### src/include/cis_pkg.sv
// Shared constants and types for the instruction subset execution unit.
// Assumes a Wishbone classic master with 32-bit data and byte addressing.
package cis_pkg;

  // ----------------------------------------------------------------
  // Bus carrier
  // ----------------------------------------------------------------
  localparam int WB_AW = 12;
  typedef struct packed {
    logic cyc;
    logic stb;
    logic we;
    logic [3:0] sel;
    logic [WB_AW-1:0] adr;
    logic [31:0] dat;
  } cis_wb_req_type;

  // ----------------------------------------------------------------
  // Register map (word indices) and windows
  // ----------------------------------------------------------------
  localparam logic [3:0] REGION_REGS = 4'h0;
  localparam logic [3:0] REGION_FILE = 4'h1;
  localparam logic [3:0] REGION_HOLD = 4'h2;
  localparam logic [5:0] IDX_CTRL = 6'h00;
  localparam logic [5:0] IDX_INSTR = 6'h01;
  localparam logic [5:0] IDX_WREG = 6'h02;
  localparam logic [5:0] IDX_STATUS = 6'h03;
  localparam logic [5:0] IDX_TABLE_LATCH = 6'h04;
  localparam logic [5:0] IDX_TABLE_POINTER = 6'h05;
  localparam logic [5:0] IDX_BANK_SELECT = 6'h06;
  localparam logic [5:0] IDX_POINTER_TWO = 6'h07;
  localparam logic [5:0] IDX_STACK_TOP = 6'h08;
  localparam logic [5:0] IDX_PC = 6'h09;
  localparam int CTRL_START = 0;
  localparam int CTRL_EXT = 1;
  localparam int CTRL_TWO_WORD = 2;
  localparam int STAT_BUSY = 0;
  localparam int STAT_ZERO = 1;
  localparam int STAT_NEG = 2;
  localparam int STAT_SKIP = 3;

  // ----------------------------------------------------------------
  // Instruction fields and encodings
  // ----------------------------------------------------------------
  localparam int ACC_BIT = 8;
  localparam int DEST_BIT = 9;
  localparam int FSR_SUB_BIT = 8;
  localparam logic [13:0] OPC_TABLE_WRITE = 14'h0003;
  localparam logic [1:0] TBL_POST_INC = 2'h1;
  localparam logic [1:0] TBL_POST_DEC = 2'h2;
  localparam logic [1:0] TBL_PRE_INC = 2'h3;
  localparam logic [7:0] OPC_XOR_LITERAL = 8'h0A;
  localparam logic [5:0] OPC_XOR_REGISTER = 6'h06;
  localparam logic [6:0] OPC_TEST_SKIP = 7'h33;
  localparam logic [6:0] OPC_POINTER_ARITH = 7'h74;
  localparam logic [1:0] FSR_SEL_TWO = 2'h2;
  localparam logic [1:0] FSR_SEL_RETURN = 2'h3;
  localparam logic [7:0] ACCESS_LIMIT = 8'h5F;
  localparam logic [3:0] ACCESS_HIGH_BANK = 4'hF;

  // ----------------------------------------------------------------
  // Timing
  // ----------------------------------------------------------------
  localparam logic [1:0] EXTRA_NONE = 2'h0;
  localparam logic [1:0] EXTRA_ONE = 2'h1;
  localparam logic [1:0] EXTRA_TWO = 2'h2;
  localparam logic [20:0] PC_STEP = 21'h000002;
  localparam logic [20:0] PTR_STEP = 21'h000001;

  typedef enum logic [4:0] {
    ST_IDLE = 5'b00001,
    ST_DECODE = 5'b00010,
    ST_READ = 5'b00100,
    ST_PROC = 5'b01000,
    ST_WRITE = 5'b10000
  } cis_phase_type;

  typedef enum logic [2:0] {
    OP_NOP,
    OP_TABLE_WRITE,
    OP_TEST_SKIP,
    OP_XOR_LITERAL,
    OP_XOR_REGISTER,
    OP_POINTER
  } cis_op_type;

endpackage : cis_pkg

### src/rtl/cis_exec.sv
// Execution unit for table write, test-and-skip, exclusive-OR and pointer-two forms.
// Assumes a Wishbone classic master; one instruction is run per start command.
//
// Local design decisions: register access over Wishbone and the placing of the registers.
`timescale 1ns/1ps
`default_nettype none

// Summary of operation
// - Post-increment: write holding byte, then pointer plus one
// - Pre-increment: pointer plus one, then write holding byte
// - Test register: zero skips next one or two words, flags kept
// - Test register takes one, two or three cycles
// - Literal exclusive-OR into working register, one cycle
// - Register exclusive-OR with working register, one cycle
// - Destination bit set stores to register, else working
// - Access bit zero: access bank; one: bank select
// - Extension, access zero, field up to 5Fh: indexed
// - Extended features off unless enable bit set
// - Pointer-two add/subtract return loads program counter
// - Each cycle: decode, read, process, write phases
// - Table pointer bit zero selects low/high byte
module cis_exec
  import cis_pkg::*;
#(
  parameter int FILE_AW = 5,
  parameter int HOLD_AW = 6
)(
  input wire logic clk,
  input wire logic resetn,
  input wire cis_wb_req_type wb_req,
  output logic [31:0] wb_dat_o,
  output logic wb_ack_o,
  output logic busy,
  output var cis_phase_type phase
);

  // Each memory window holds at most 64 words on the bus
  if (FILE_AW < 1 || FILE_AW > 6 || HOLD_AW < 1 || HOLD_AW > 6)
  begin : g_bad_size
    $error("cis_exec: memory address widths must lie in 1..6");
  end

  localparam int FILE_DEPTH = 1 << FILE_AW;
  localparam int HOLD_DEPTH = 1 << HOLD_AW;

  // ----------------------------------------------------------------
  // Decode helpers
  // ----------------------------------------------------------------
  function automatic cis_op_type op_of(input logic [15:0] iw, input logic ext);
    op_of = OP_NOP;
    if (iw[15:2] == OPC_TABLE_WRITE)
      op_of = OP_TABLE_WRITE;
    else if (iw[15:9] == OPC_TEST_SKIP)
      op_of = OP_TEST_SKIP;
    else if (iw[15:8] == OPC_XOR_LITERAL)
      op_of = OP_XOR_LITERAL;
    else if (iw[15:10] == OPC_XOR_REGISTER)
      op_of = OP_XOR_REGISTER;
    else if (iw[15:9] == OPC_POINTER_ARITH && ext)
      op_of = OP_POINTER;
  endfunction : op_of

  function automatic logic [11:0] eff_addr(input logic [15:0] iw, input logic ext,
                                           input logic [3:0] bank, input logic [11:0] ptr2);
    if (iw[ACC_BIT])
      eff_addr = {bank, iw[7:0]};
    else if (iw[7:0] <= ACCESS_LIMIT)
      eff_addr = ext ? ptr2 + {4'h0, iw[7:0]} : {4'h0, iw[7:0]};
    else
      eff_addr = {ACCESS_HIGH_BANK, iw[7:0]};
  endfunction : eff_addr

  function automatic logic [31:0] merge(input logic [31:0] old, input logic [31:0] wd,
                                        input logic [3:0] sel);
    for (int b = 0; b < 4; b++)
      merge[8*b +: 8] = sel[b] ? wd[8*b +: 8] : old[8*b +: 8];
  endfunction : merge

  // ----------------------------------------------------------------
  // State
  // ----------------------------------------------------------------
  logic [15:0] instr, next_instr;
  logic [7:0] wreg, next_wreg;
  logic [7:0] table_latch, next_table_latch;
  logic [20:0] table_pointer, next_table_pointer;
  logic [3:0] bank_select_register, next_bank_select_register;
  logic [11:0] indirect_pointer_two, next_indirect_pointer_two;
  logic [20:0] stack_top, next_stack_top;
  logic [20:0] pc, next_pc;
  logic extension_enable_bit, next_extension_enable_bit;
  logic two_word, next_two_word;
  logic zflag, next_zflag;
  logic nflag, next_nflag;
  logic skip, next_skip;
  cis_op_type op, next_op;
  logic [11:0] addr, next_addr;
  logic [7:0] operand, next_operand;
  logic [7:0] result, next_result;
  logic [1:0] cyc_idx, next_cyc_idx;
  logic [1:0] cyc_total, next_cyc_total;
  logic [7:0] file_mem [FILE_DEPTH];
  logic [7:0] next_file_mem [FILE_DEPTH];
  logic [7:0] hold_mem [HOLD_DEPTH];
  logic [7:0] next_hold_mem [HOLD_DEPTH];
  cis_phase_type next_phase;
  logic next_busy;
  logic next_ack;
  logic [31:0] next_dat;
  logic [31:0] rd_word;
  logic accept;
  logic commit;
  logic [3:0] region;
  logic [5:0] widx;
  logic [FILE_AW-1:0] fidx;
  logic [HOLD_AW-1:0] hidx;
  logic [31:0] wmerged;

  assign accept = wb_req.cyc && wb_req.stb && !wb_ack_o;
  assign commit = wb_req.cyc && wb_req.stb && wb_req.we && wb_ack_o && !busy;
  assign region = wb_req.adr[11:8];
  assign widx = wb_req.adr[7:2];
  assign fidx = addr[FILE_AW-1:0];
  assign hidx = table_pointer[HOLD_AW-1:0];

  // ----------------------------------------------------------------
  // Read data mux
  // ----------------------------------------------------------------
  always_comb
  begin
    rd_word = 32'h00000000;
    if (region == REGION_FILE)
      rd_word = {24'h000000, file_mem[widx[FILE_AW-1:0]]};
    else if (region == REGION_HOLD)
      rd_word = {24'h000000, hold_mem[widx[HOLD_AW-1:0]]};
    else if (region == REGION_REGS)
    begin
      case (widx)
        IDX_CTRL: rd_word[CTRL_TWO_WORD:CTRL_EXT] = {two_word, extension_enable_bit};
        IDX_INSTR: rd_word[15:0] = instr;
        IDX_WREG: rd_word[7:0] = wreg;
        IDX_STATUS: rd_word[STAT_SKIP:STAT_BUSY] = {skip, nflag, zflag, busy};
        IDX_TABLE_LATCH: rd_word[7:0] = table_latch;
        IDX_TABLE_POINTER: rd_word[20:0] = table_pointer;
        IDX_BANK_SELECT: rd_word[3:0] = bank_select_register;
        IDX_POINTER_TWO: rd_word[11:0] = indirect_pointer_two;
        IDX_STACK_TOP: rd_word[20:0] = stack_top;
        IDX_PC: rd_word[20:0] = pc;
        default: rd_word = 32'h00000000;
      endcase
    end
  end

  // ----------------------------------------------------------------
  // Next-state logic: bus slave and execution phases
  // ----------------------------------------------------------------
  always_comb
  begin
    next_instr = instr;
    next_wreg = wreg;
    next_table_latch = table_latch;
    next_table_pointer = table_pointer;
    next_bank_select_register = bank_select_register;
    next_indirect_pointer_two = indirect_pointer_two;
    next_stack_top = stack_top;
    next_pc = pc;
    next_extension_enable_bit = extension_enable_bit;
    next_two_word = two_word;
    next_zflag = zflag;
    next_nflag = nflag;
    next_skip = skip;
    next_op = op;
    next_addr = addr;
    next_operand = operand;
    next_result = result;
    next_cyc_idx = cyc_idx;
    next_cyc_total = cyc_total;
    next_file_mem = file_mem;
    next_hold_mem = hold_mem;
    next_phase = phase;
    next_ack = accept;
    next_dat = accept ? rd_word : wb_dat_o;
    wmerged = merge(rd_word, wb_req.dat, wb_req.sel);

    // Writes are refused while an instruction runs so software never races it
    if (commit)
    begin
      if (region == REGION_FILE && wb_req.sel[0])
        next_file_mem[widx[FILE_AW-1:0]] = wb_req.dat[7:0];
      else if (region == REGION_HOLD && wb_req.sel[0])
        next_hold_mem[widx[HOLD_AW-1:0]] = wb_req.dat[7:0];
      else if (region == REGION_REGS)
      begin
        case (widx)
          IDX_CTRL:
          begin
            if (wb_req.sel[0])
            begin
              next_extension_enable_bit = wb_req.dat[CTRL_EXT];
              next_two_word = wb_req.dat[CTRL_TWO_WORD];
              if (wb_req.dat[CTRL_START])
              begin
                next_phase = ST_DECODE;
                next_cyc_idx = EXTRA_NONE;
                next_skip = 1'b0;
              end
            end
          end
          IDX_INSTR: next_instr = wmerged[15:0];
          IDX_WREG: next_wreg = wmerged[7:0];
          IDX_TABLE_LATCH: next_table_latch = wmerged[7:0];
          IDX_TABLE_POINTER: next_table_pointer = wmerged[20:0];
          IDX_BANK_SELECT: next_bank_select_register = wmerged[3:0];
          IDX_POINTER_TWO: next_indirect_pointer_two = wmerged[11:0];
          IDX_STACK_TOP: next_stack_top = wmerged[20:0];
          default: next_pc = pc;
        endcase
      end
    end

    // Later cycles of a multi-cycle instruction step phases only, but for the table write's hold write and post-step in cycle two and the final pc update
    unique case (phase)
      ST_IDLE: next_busy = next_phase != ST_IDLE;
      ST_DECODE:
      begin
        if (cyc_idx == EXTRA_NONE)
        begin
          next_op = op_of(instr, extension_enable_bit);
          next_addr = eff_addr(instr, extension_enable_bit, bank_select_register,
                               indirect_pointer_two);
          next_cyc_total = EXTRA_NONE;
          if (next_op == OP_TABLE_WRITE ||
              (next_op == OP_POINTER && instr[7:6] == FSR_SEL_RETURN))
            next_cyc_total = EXTRA_ONE;
        end
        next_phase = ST_READ;
      end
      ST_READ:
      begin
        if (cyc_idx == EXTRA_NONE)
        begin
          if (op == OP_XOR_LITERAL)
            next_operand = instr[7:0];
          else
            next_operand = file_mem[fidx];
        end
        next_phase = ST_PROC;
      end
      ST_PROC:
      begin
        if (cyc_idx == EXTRA_NONE)
        begin
          unique case (op)
            OP_XOR_LITERAL, OP_XOR_REGISTER:
            begin
              next_result = wreg ^ operand;
              next_zflag = (wreg ^ operand) == 8'h00;
              next_nflag = wreg[7] ^ operand[7];
            end
            OP_TEST_SKIP:
            begin
              next_skip = operand == 8'h00;
              if (operand == 8'h00)
                next_cyc_total = two_word ? EXTRA_TWO : EXTRA_ONE;
            end
            OP_TABLE_WRITE:
            begin
              if (instr[1:0] == TBL_PRE_INC)
                next_table_pointer = table_pointer + PTR_STEP;
            end
            OP_POINTER, OP_NOP: next_result = result;
          endcase
        end
        next_phase = ST_WRITE;
      end
      ST_WRITE:
      begin
        if (cyc_idx == EXTRA_NONE)
        begin
          if (op == OP_XOR_LITERAL)
            next_wreg = result;
          else if (op == OP_XOR_REGISTER && instr[DEST_BIT])
            next_file_mem[fidx] = result;
          else if (op == OP_XOR_REGISTER)
            next_wreg = result;
          else if (op == OP_POINTER && instr[7:6] >= FSR_SEL_TWO)
            next_indirect_pointer_two = instr[FSR_SUB_BIT]
              ? indirect_pointer_two - {6'h00, instr[5:0]}
              : indirect_pointer_two + {6'h00, instr[5:0]};
        end
        if (cyc_idx == EXTRA_ONE && op == OP_TABLE_WRITE)
        begin
          next_hold_mem[hidx] = table_latch;
          if (instr[1:0] == TBL_POST_INC)
            next_table_pointer = table_pointer + PTR_STEP;
          else if (instr[1:0] == TBL_POST_DEC)
            next_table_pointer = table_pointer - PTR_STEP;
        end
        if (cyc_idx == cyc_total)
        begin
          next_phase = ST_IDLE;
          if (op == OP_POINTER && instr[7:6] == FSR_SEL_RETURN)
            next_pc = stack_top;
          else if (op == OP_TEST_SKIP && skip)
            next_pc = pc + PC_STEP + (two_word ? PC_STEP + PC_STEP : PC_STEP);
          else
            next_pc = pc + PC_STEP;
        end
        else
        begin
          next_cyc_idx = cyc_idx + EXTRA_ONE;
          next_phase = ST_DECODE;
        end
      end
    endcase
    next_busy = next_phase != ST_IDLE;
  end

  // ----------------------------------------------------------------
  // Registers
  // ----------------------------------------------------------------
  always_ff @(posedge clk or negedge resetn)
  begin
    if (!resetn)
    begin
      instr <= 16'h0000;
      wreg <= 8'h00;
      table_latch <= 8'h00;
      table_pointer <= 21'h000000;
      bank_select_register <= 4'h0;
      indirect_pointer_two <= 12'h000;
      stack_top <= 21'h000000;
      pc <= 21'h000000;
      extension_enable_bit <= 1'b0;
      two_word <= 1'b0;
      zflag <= 1'b0;
      nflag <= 1'b0;
      skip <= 1'b0;
      op <= OP_NOP;
      addr <= 12'h000;
      operand <= 8'h00;
      result <= 8'h00;
      cyc_idx <= EXTRA_NONE;
      cyc_total <= EXTRA_NONE;
      for (int i = 0; i < FILE_DEPTH; i++)
        file_mem[i] <= 8'h00;
      for (int i = 0; i < HOLD_DEPTH; i++)
        hold_mem[i] <= 8'h00;
      phase <= ST_IDLE;
      busy <= 1'b0;
      wb_ack_o <= 1'b0;
      wb_dat_o <= 32'h00000000;
    end
    else
    begin
      instr <= next_instr;
      wreg <= next_wreg;
      table_latch <= next_table_latch;
      table_pointer <= next_table_pointer;
      bank_select_register <= next_bank_select_register;
      indirect_pointer_two <= next_indirect_pointer_two;
      stack_top <= next_stack_top;
      pc <= next_pc;
      extension_enable_bit <= next_extension_enable_bit;
      two_word <= next_two_word;
      zflag <= next_zflag;
      nflag <= next_nflag;
      skip <= next_skip;
      op <= next_op;
      addr <= next_addr;
      operand <= next_operand;
      result <= next_result;
      cyc_idx <= next_cyc_idx;
      cyc_total <= next_cyc_total;
      file_mem <= next_file_mem;
      hold_mem <= next_hold_mem;
      phase <= next_phase;
      busy <= next_busy;
      wb_ack_o <= next_ack;
      wb_dat_o <= next_dat;
    end
  end

  // ----------------------------------------------------------------
  // Assertions
  // ----------------------------------------------------------------
  logic [2:0] decodes;
  always_ff @(posedge clk or negedge resetn)
  begin
    if (!resetn)
      decodes <= 3'h0;
    else if (phase == ST_IDLE)
      decodes <= 3'h0;
    else if (phase == ST_DECODE)
      decodes <= decodes + 3'h1;
  end

  logic last_write;
  assign last_write = phase == ST_WRITE && cyc_idx == cyc_total;
endmodule : cis_exec

`default_nettype wire

### config.mk
export PLATFORM = sky130hd
export DESIGN_NAME = cis_exec
export DESIGN_NICKNAME = d
export VERILOG_FILES = /design/src/include/cis_pkg.sv /design/src/rtl/cis_exec.sv
export SDC_FILE = /design/constraint.sdc
export NUM_CORES = 2
export LEC_CHECK = 0
export ABC_AREA = 1
export BUFFER_PORTS_ARGS = -buffer_cell sky130_fd_sc_hd__buf_2
export CAP_MARGIN = 10
export CELL_PAD_IN_SITES_DETAIL_PLACEMENT = 0
export CELL_PAD_IN_SITES_GLOBAL_PLACEMENT = 1
export CORE_MARGIN = 2
export CORE_UTILIZATION = 43
export CTS_BUF_LIST = sky130_fd_sc_hd__clkbuf_8 sky130_fd_sc_hd__clkbuf_16
export DETAILED_ROUTE_END_ITERATION = 10
export GPL_TIMING_DRIVEN = 1
export PLACE_DENSITY = 0.82
export SLEW_MARGIN = 20
export SYNTH_ARGS = -nofsm -noshare
export SYNTH_HDL_FRONTEND = slang
export SYNTH_SLANG_ARGS = --single-unit
### constraint.sdc
create_clock -name clk -period 2.7 [get_ports clk]
set_clock_uncertainty 0.2 [all_clocks]
set_input_delay 0.54 -clock clk [delete_from_list [all_inputs] [get_ports clk]]
set_output_delay 0.54 -clock clk [all_outputs]
set_load 0.03 [all_outputs]
[Word level (Yosys, flattened, before mapping)]
Index checks and enable logic that the tools add are counted.
Storage, ports and cells
  register bits after elaboration: 951
  input bits: 53
  output and inout port bits: 39
  logic and storage cells: 349
Operators by class
  add/subtract/negate cells: 8
  order comparisons: 10
  equal/unequal tests: 38
  multiplexer cells: 128
  bitwise operators: 8
  reductions and logical operators: 38
Operators with widths (count)
  512-bit two-way mux: 5
  256-bit two-way mux: 6
  512-bit bitwise mux: 2
  256-bit bitwise mux: 2
  21-bit two-way mux: 16
  8-bit two-way mux: 23
  12-bit two-way mux: 12
  8-bit demux with 6-bit select: 2
  8-bit binary-select mux with 5-bit select: 2
  8-bit demux with 5-bit select: 2
  5-bit two-way mux: 11
  8-bit binary-select mux with 6-bit select: 1
  21-bit one-hot mux with 2 select lines: 1
  6-bit by 3-bit == test with 1-bit output (second input constant): 5
  2-bit two-way mux: 15
  4-bit one-hot mux with 7 select lines: 1
  5-bit AND reduction: 5
  3-bit two-way mux: 8
  21-bit by 1-bit adder with 21-bit output (second input constant): 1
  21-bit by 2-bit adder with 21-bit output (second input constant): 1
  21-bit by 3-bit adder with 21-bit output: 1
  21-bit by 1-bit subtractor with 21-bit output (second input constant): 1
  2-bit one-hot mux with 10 select lines: 1
  4-bit one-hot mux with 5 select lines: 1
  54 further kinds: 105

[Logic depth before layout (Yosys ltp)]
  word-level depth: 18
  depth in mapped cells: 21
  depth with buffers taken out: 19

[Least setup slack after synthesis]
Ideal clock, no wire load.
  path type: reg-to-reg
  from: reg instr[1]
  to: reg indirect_pointer_two[10]
  library setup time: 0.127 ns
  arrival time: 2.418 ns
  required time: 2.373 ns
  slack: -0.046 ns
  stages on the path, launching flop included: 16
  buffers on the path: 0
  period minus slack after synthesis: 2.746 ns
  cell sequence: dfrtp_1 -> inv_1 -> ha_1 -> o21ai_0 -> fa_1 -> nand2_1 -> inv_1 -> o21ai_0 -> nand2_1 -> a21boi_0 -> o21ai_0 -> nand2_1 -> nand2_1 -> a21oi_1 -> or2_2 -> a31oi_1
On the way
  longest elaborated chain between the ends: 8
  elaborated cells on any way between the ends: 9
  those cells by class: 2 x add/sub; 7 x mux
Ends and longest elaborated chain
  start: declaration: RTL line cis_exec.sv:82  | logic [15:0] instr, next_instr;
  start signal: assignment: RTL line cis_exec.sv:355  | instr <= next_instr;
  12-bit by 6-bit adder with 12-bit output / 12-bit by 6-bit subtractor with 12-bit output (equally long branches): RTL line cis_exec.sv:288, cis_exec.sv:287
  12-bit two-way mux *: RTL line cis_exec.sv:287  | ? indirect_pointer_two - {6'h00, instr[5:0]}
  12-bit two-way mux *: RTL line cis_exec.sv:285  | else if (op == OP_POINTER && instr[7:6] >= FSR_SEL_TWO)
  12-bit two-way mux *: RTL line cis_exec.sv:283  | else if (op == OP_XOR_REGISTER)
  12-bit two-way mux *: RTL line cis_exec.sv:281  | else if (op == OP_XOR_REGISTER && instr[DEST_BIT])
  12-bit two-way mux *: RTL line cis_exec.sv:279  | if (op == OP_XOR_LITERAL)
  12-bit two-way mux *: RTL line cis_exec.sv:277  | if (cyc_idx == EXTRA_NONE)
  12-bit two-way mux *: RTL line cis_exec.sv:221  | unique case (phase)
  via next_indirect_pointer_two[10]: RTL line cis_exec.sv:87  | logic [11:0] indirect_pointer_two, next_indirect_pointer_two;
  end signal: assignment: RTL line cis_exec.sv:360  | indirect_pointer_two <= next_indirect_pointer_two;
  end: declaration: RTL line cis_exec.sv:87
The timed path passes the listed nets; every way through them passes the cells marked *.
A chain may end at the register's enable or synchronous reset.

[Worst setup path in the final report]
  from: reg instr[0]
  to: reg indirect_pointer_two[10]
Same word-level chain as after synthesis.

==> impl_metrics.py <==
metrics = {
    "job": {
        "drv_cap": 0,
    },
    "power_and_ir_drop": {
        "ir_drop_mv": 0.556,
        "p_per_area_mw_per_mm2": 460,
        "p_leak_nw": 36.6,
    },
    "detailed_routing": {
        "drtAntennaViolNets": 0,
        "routed_via_density": 6.08,
        "wl_per_cell_um": 27.8,
        "drtIter0Drc": 8846,
        "first_pass_iters": 8,
        "wirelength_um": 296000,
        "drc_errors": 0,
        "vias": 64700,
    },
    "cts": {
        "root_buffer": "clkbuf_16",
        "insertion_delay_ns": 0.79,
        "cts_sinks": 939,
        "cts_tree": "built",
        "cts_buffers": 112,
        "clock_path_buffers": 3,
        "htreeDepth": 3,
        "clk_pin_slew_ns": 0.07,
    },
    "synthesis": {
        "netlist_area_mm2": 0.0572,
        "synth_area_leader_cell": "dfrtp_1",
        "synth-edff-count": 0,
        "synth_cells": 7899,
        "postSynthAreaPerCell_um2": 7.25,
        "synth_area_leaders": "dfrtp_1, nand2_1, o21ai_0, inv_1, o211ai_1",
        "ys_async_sr_fraction_pct": 100,
        "ys_types": 65,
        "synth_warnings": 0,
        "synth_ff_type": "dfrtp_1",
        "synthTopCellsByCount": "nand2_1, dfrtp_1, o21ai_0",
        "yosysTopAreaCellShare_pct": 41.0,
        "ys_ff_latch": 939,
        "synth.most_common_cell": "nand2_1",
        "yosysSeqAreaShare_pct": 41.1,
    },
    "final_layout": {
        "area_growth_pct": 28.6,
        "ff_latch_area_mm2": 0.0235,
        "stdcell_area_mm2": 0.0736,
        "fin_nets": 8865,
        "multi_input_area_mm2": 0.0291,
        "nFillCells": 12600,
        "drive_above_1_share_pct": 20.4,
        "finish.utilization_pct": 55.8,
    },
    "placement": {
        "post-dp-hpwl_um": 210000,
        "gp_congestion": 1.04,
        "pre_cts_ws_ns": -1.04,
        "portBuffers": 66,
        "placed_area_mm2": 0.0676,
    },
    "timing": {
        "worst_pin_slew_ns": 0.935,
        "finalCritPeriodShare_pct": 105,
        "worst_slack_ns": -0.139,
        "setup_viol": 7,
        "min_period_ns": 2.84,
        "relSlewSlack_pct": 37.6,
        "hold_viol_final": 0,
        "slew_viol_final": 0,
        "rsz0062_at_grt": "true",
        "max_freq_ghz": 0.352,
        "fin_setup_tns_ns": -0.412,
    },
    "global_routing": {
        "grt_usage_pct": 42.3,
        "grt_pass1_vias": 60900,
        "grt_pass1_wl_um": 423000,
        "antenna_found_initial": 15,
        "grt_max_degree": 106,
        "grt.overflow.total": 0,
    },
    "die": {
        "die_w_um": 369,
        "dieHeight_um": 369,
        "die_area_mm2": 0.136,
        "core_area_mm2": 0.132,
        "initial_core_util_pct": 43.4,
        "pin_count": 92,
        "num_rows": 133,
    },
    "setup_path": {
        "cp.arrival_ns": 3.32,
        "end_kind": "flop",
        "critical_path_required_ns": 3.19,
        "path_class": "flop to flop",
        "crit_fanout": 4,
        "critPathLaunchType": "flop",
        "reg2reg_setup_slack_ns": -0.14,
    },
    "run_status": {
        "status": "complete, but fails checks",
        "violations": "setup timing",
    },
    "min_path": {
        "min_path_type": "input port to flop",
    },
}
## final cells by class
| class | instances | area share [%] |
|---|---|---|
| sequential | 939 | 32.0 |
| clock inverter | 72 | 1.39 |
| tap | 1755 | 2.98 |
| multi-input combinational | 5517 | 39.6 |
| clock buffer | 138 | 4.30 |
| timing repair buffer | 1243 | 14.7 |
| inverter | 969 | 5.06 |
| timing repair inverter | 1 | 0.0102 |
| antenna | 4 | 0.0136 |
## metrics by stage
step / hold slack (ns) / instances / power [mW]
final: 0.0280 / 10600 / 33.9
after global routing: 0.0432 / 10600 / 34.6
after global placement: 0.260 / 10400 / 16.7
after detailed placement: 0.259 / 10400 / 16.7
after floorplan: 0.0444 / 7909 / 15.2
after CTS: 0.0105 / 10600 / 33.8
## power by group
part           switching [mW]  leakage [nW]  total [mW]  internal [mW]
clock                    6.99          2.10        17.3           10.3
combinational            1.79          22.9        2.44          0.652
sequential             0.0304          11.6        14.1           14.1
## sequential cells by signal, indices dropped and copies added (netlist names), 3 cells and up
register              cells
table_pointer            21
instr                    16
phase                     5
addr                      5
table_latch               8
wreg                      8
bank_select_register      4
result                    7
file_mem                256
indirect_pointer_two     12
op                        3
operand                   8
hold_mem                512
pc                       21
stack_top                21
wb_dat_o                 21
## cells by family (layout without fill, tap and decap cells)
logic type               Yosys count  in the layout  share of synthesized area, %
AO/OA/AOI/OAI                   2489           2489                          26.3
XOR/XNOR                          61             61                         0.934
adder cells (fa/ha/maj)           29             29                         0.673
buffers and inverters           1454           2423                          9.97
flip-flops                       939            939                          41.1
multiplexers                      16             16                         0.282
other                              1             15                       0.00655
AND/OR/NAND/NOR                 2910           2911                          20.8
## layout by cell type, fill, tap and decap left out, drive strengths merged, types with 61 or more instances in the layout
master and instances:
o211ai 347, o221ai 61, o21ai 1042, inv 949, a21oi 491, a22oi 195, nor2 555, nand3 172
nor3 76, o22ai 92, nand2 2019, dfrtp 938, a221oi 144, buf 1238, clkbuf 141
## layer usage
metal | vias up | wire, um | global-route usage, %
li1 | 28500 | - | -
met1 | 31200 | 119000 | 57.4
met2 | 4087 | 126000 | 63.0
met3 | 983 | 33500 | 9.91
met4 | 16 | 18200 | 21.3
met5 | - | 99 | 0
## critical path: stages, from the launching register on
cell      delay (ns)
dfrtp_2         0.48
inv_2           0.08
ha_4            0.18
buf_6           0.12
a31oi_4         0.19
xor2_1          0.12
ha_1            0.39
nand2_1         0.09
inv_2           0.07
a21boi_4        0.05
o21ai_2         0.17
nand2_2         0.08
nand2_2         0.08
a21oi_2         0.06
or2_4           0.25
a31oi_4         0.15
## final timing paths
| kind | from | endpoint | cells after the start |
|---|---|---|---|
| min in group asynchronous | resetn | file_mem[6] | 2 |
| setup reg to reg | instr[0] | indirect_pointer_two[10] | 15 |
| hold / removal | wb_req[18] | stack_top[18] | 3 |
| setup / recovery | instr[0] | indirect_pointer_two[10] | 15 |
| hold reg to reg | wb_dat_o[2] | wb_dat_o[2] | 2 |
| max in group asynchronous | resetn | pc[1] | 3 |
## repair_timing
action	4_1_cts	5_1_grt
setup buffers	12	46
hold buffers	1	0
endpoints found under the hold margin	421	0
pin swaps	14	97
endpoints found under the setup margin	303	538
gates cloned	0	6
gates resized for setup	78	288
Note: power is estimated with default switching activity, not from simulation.
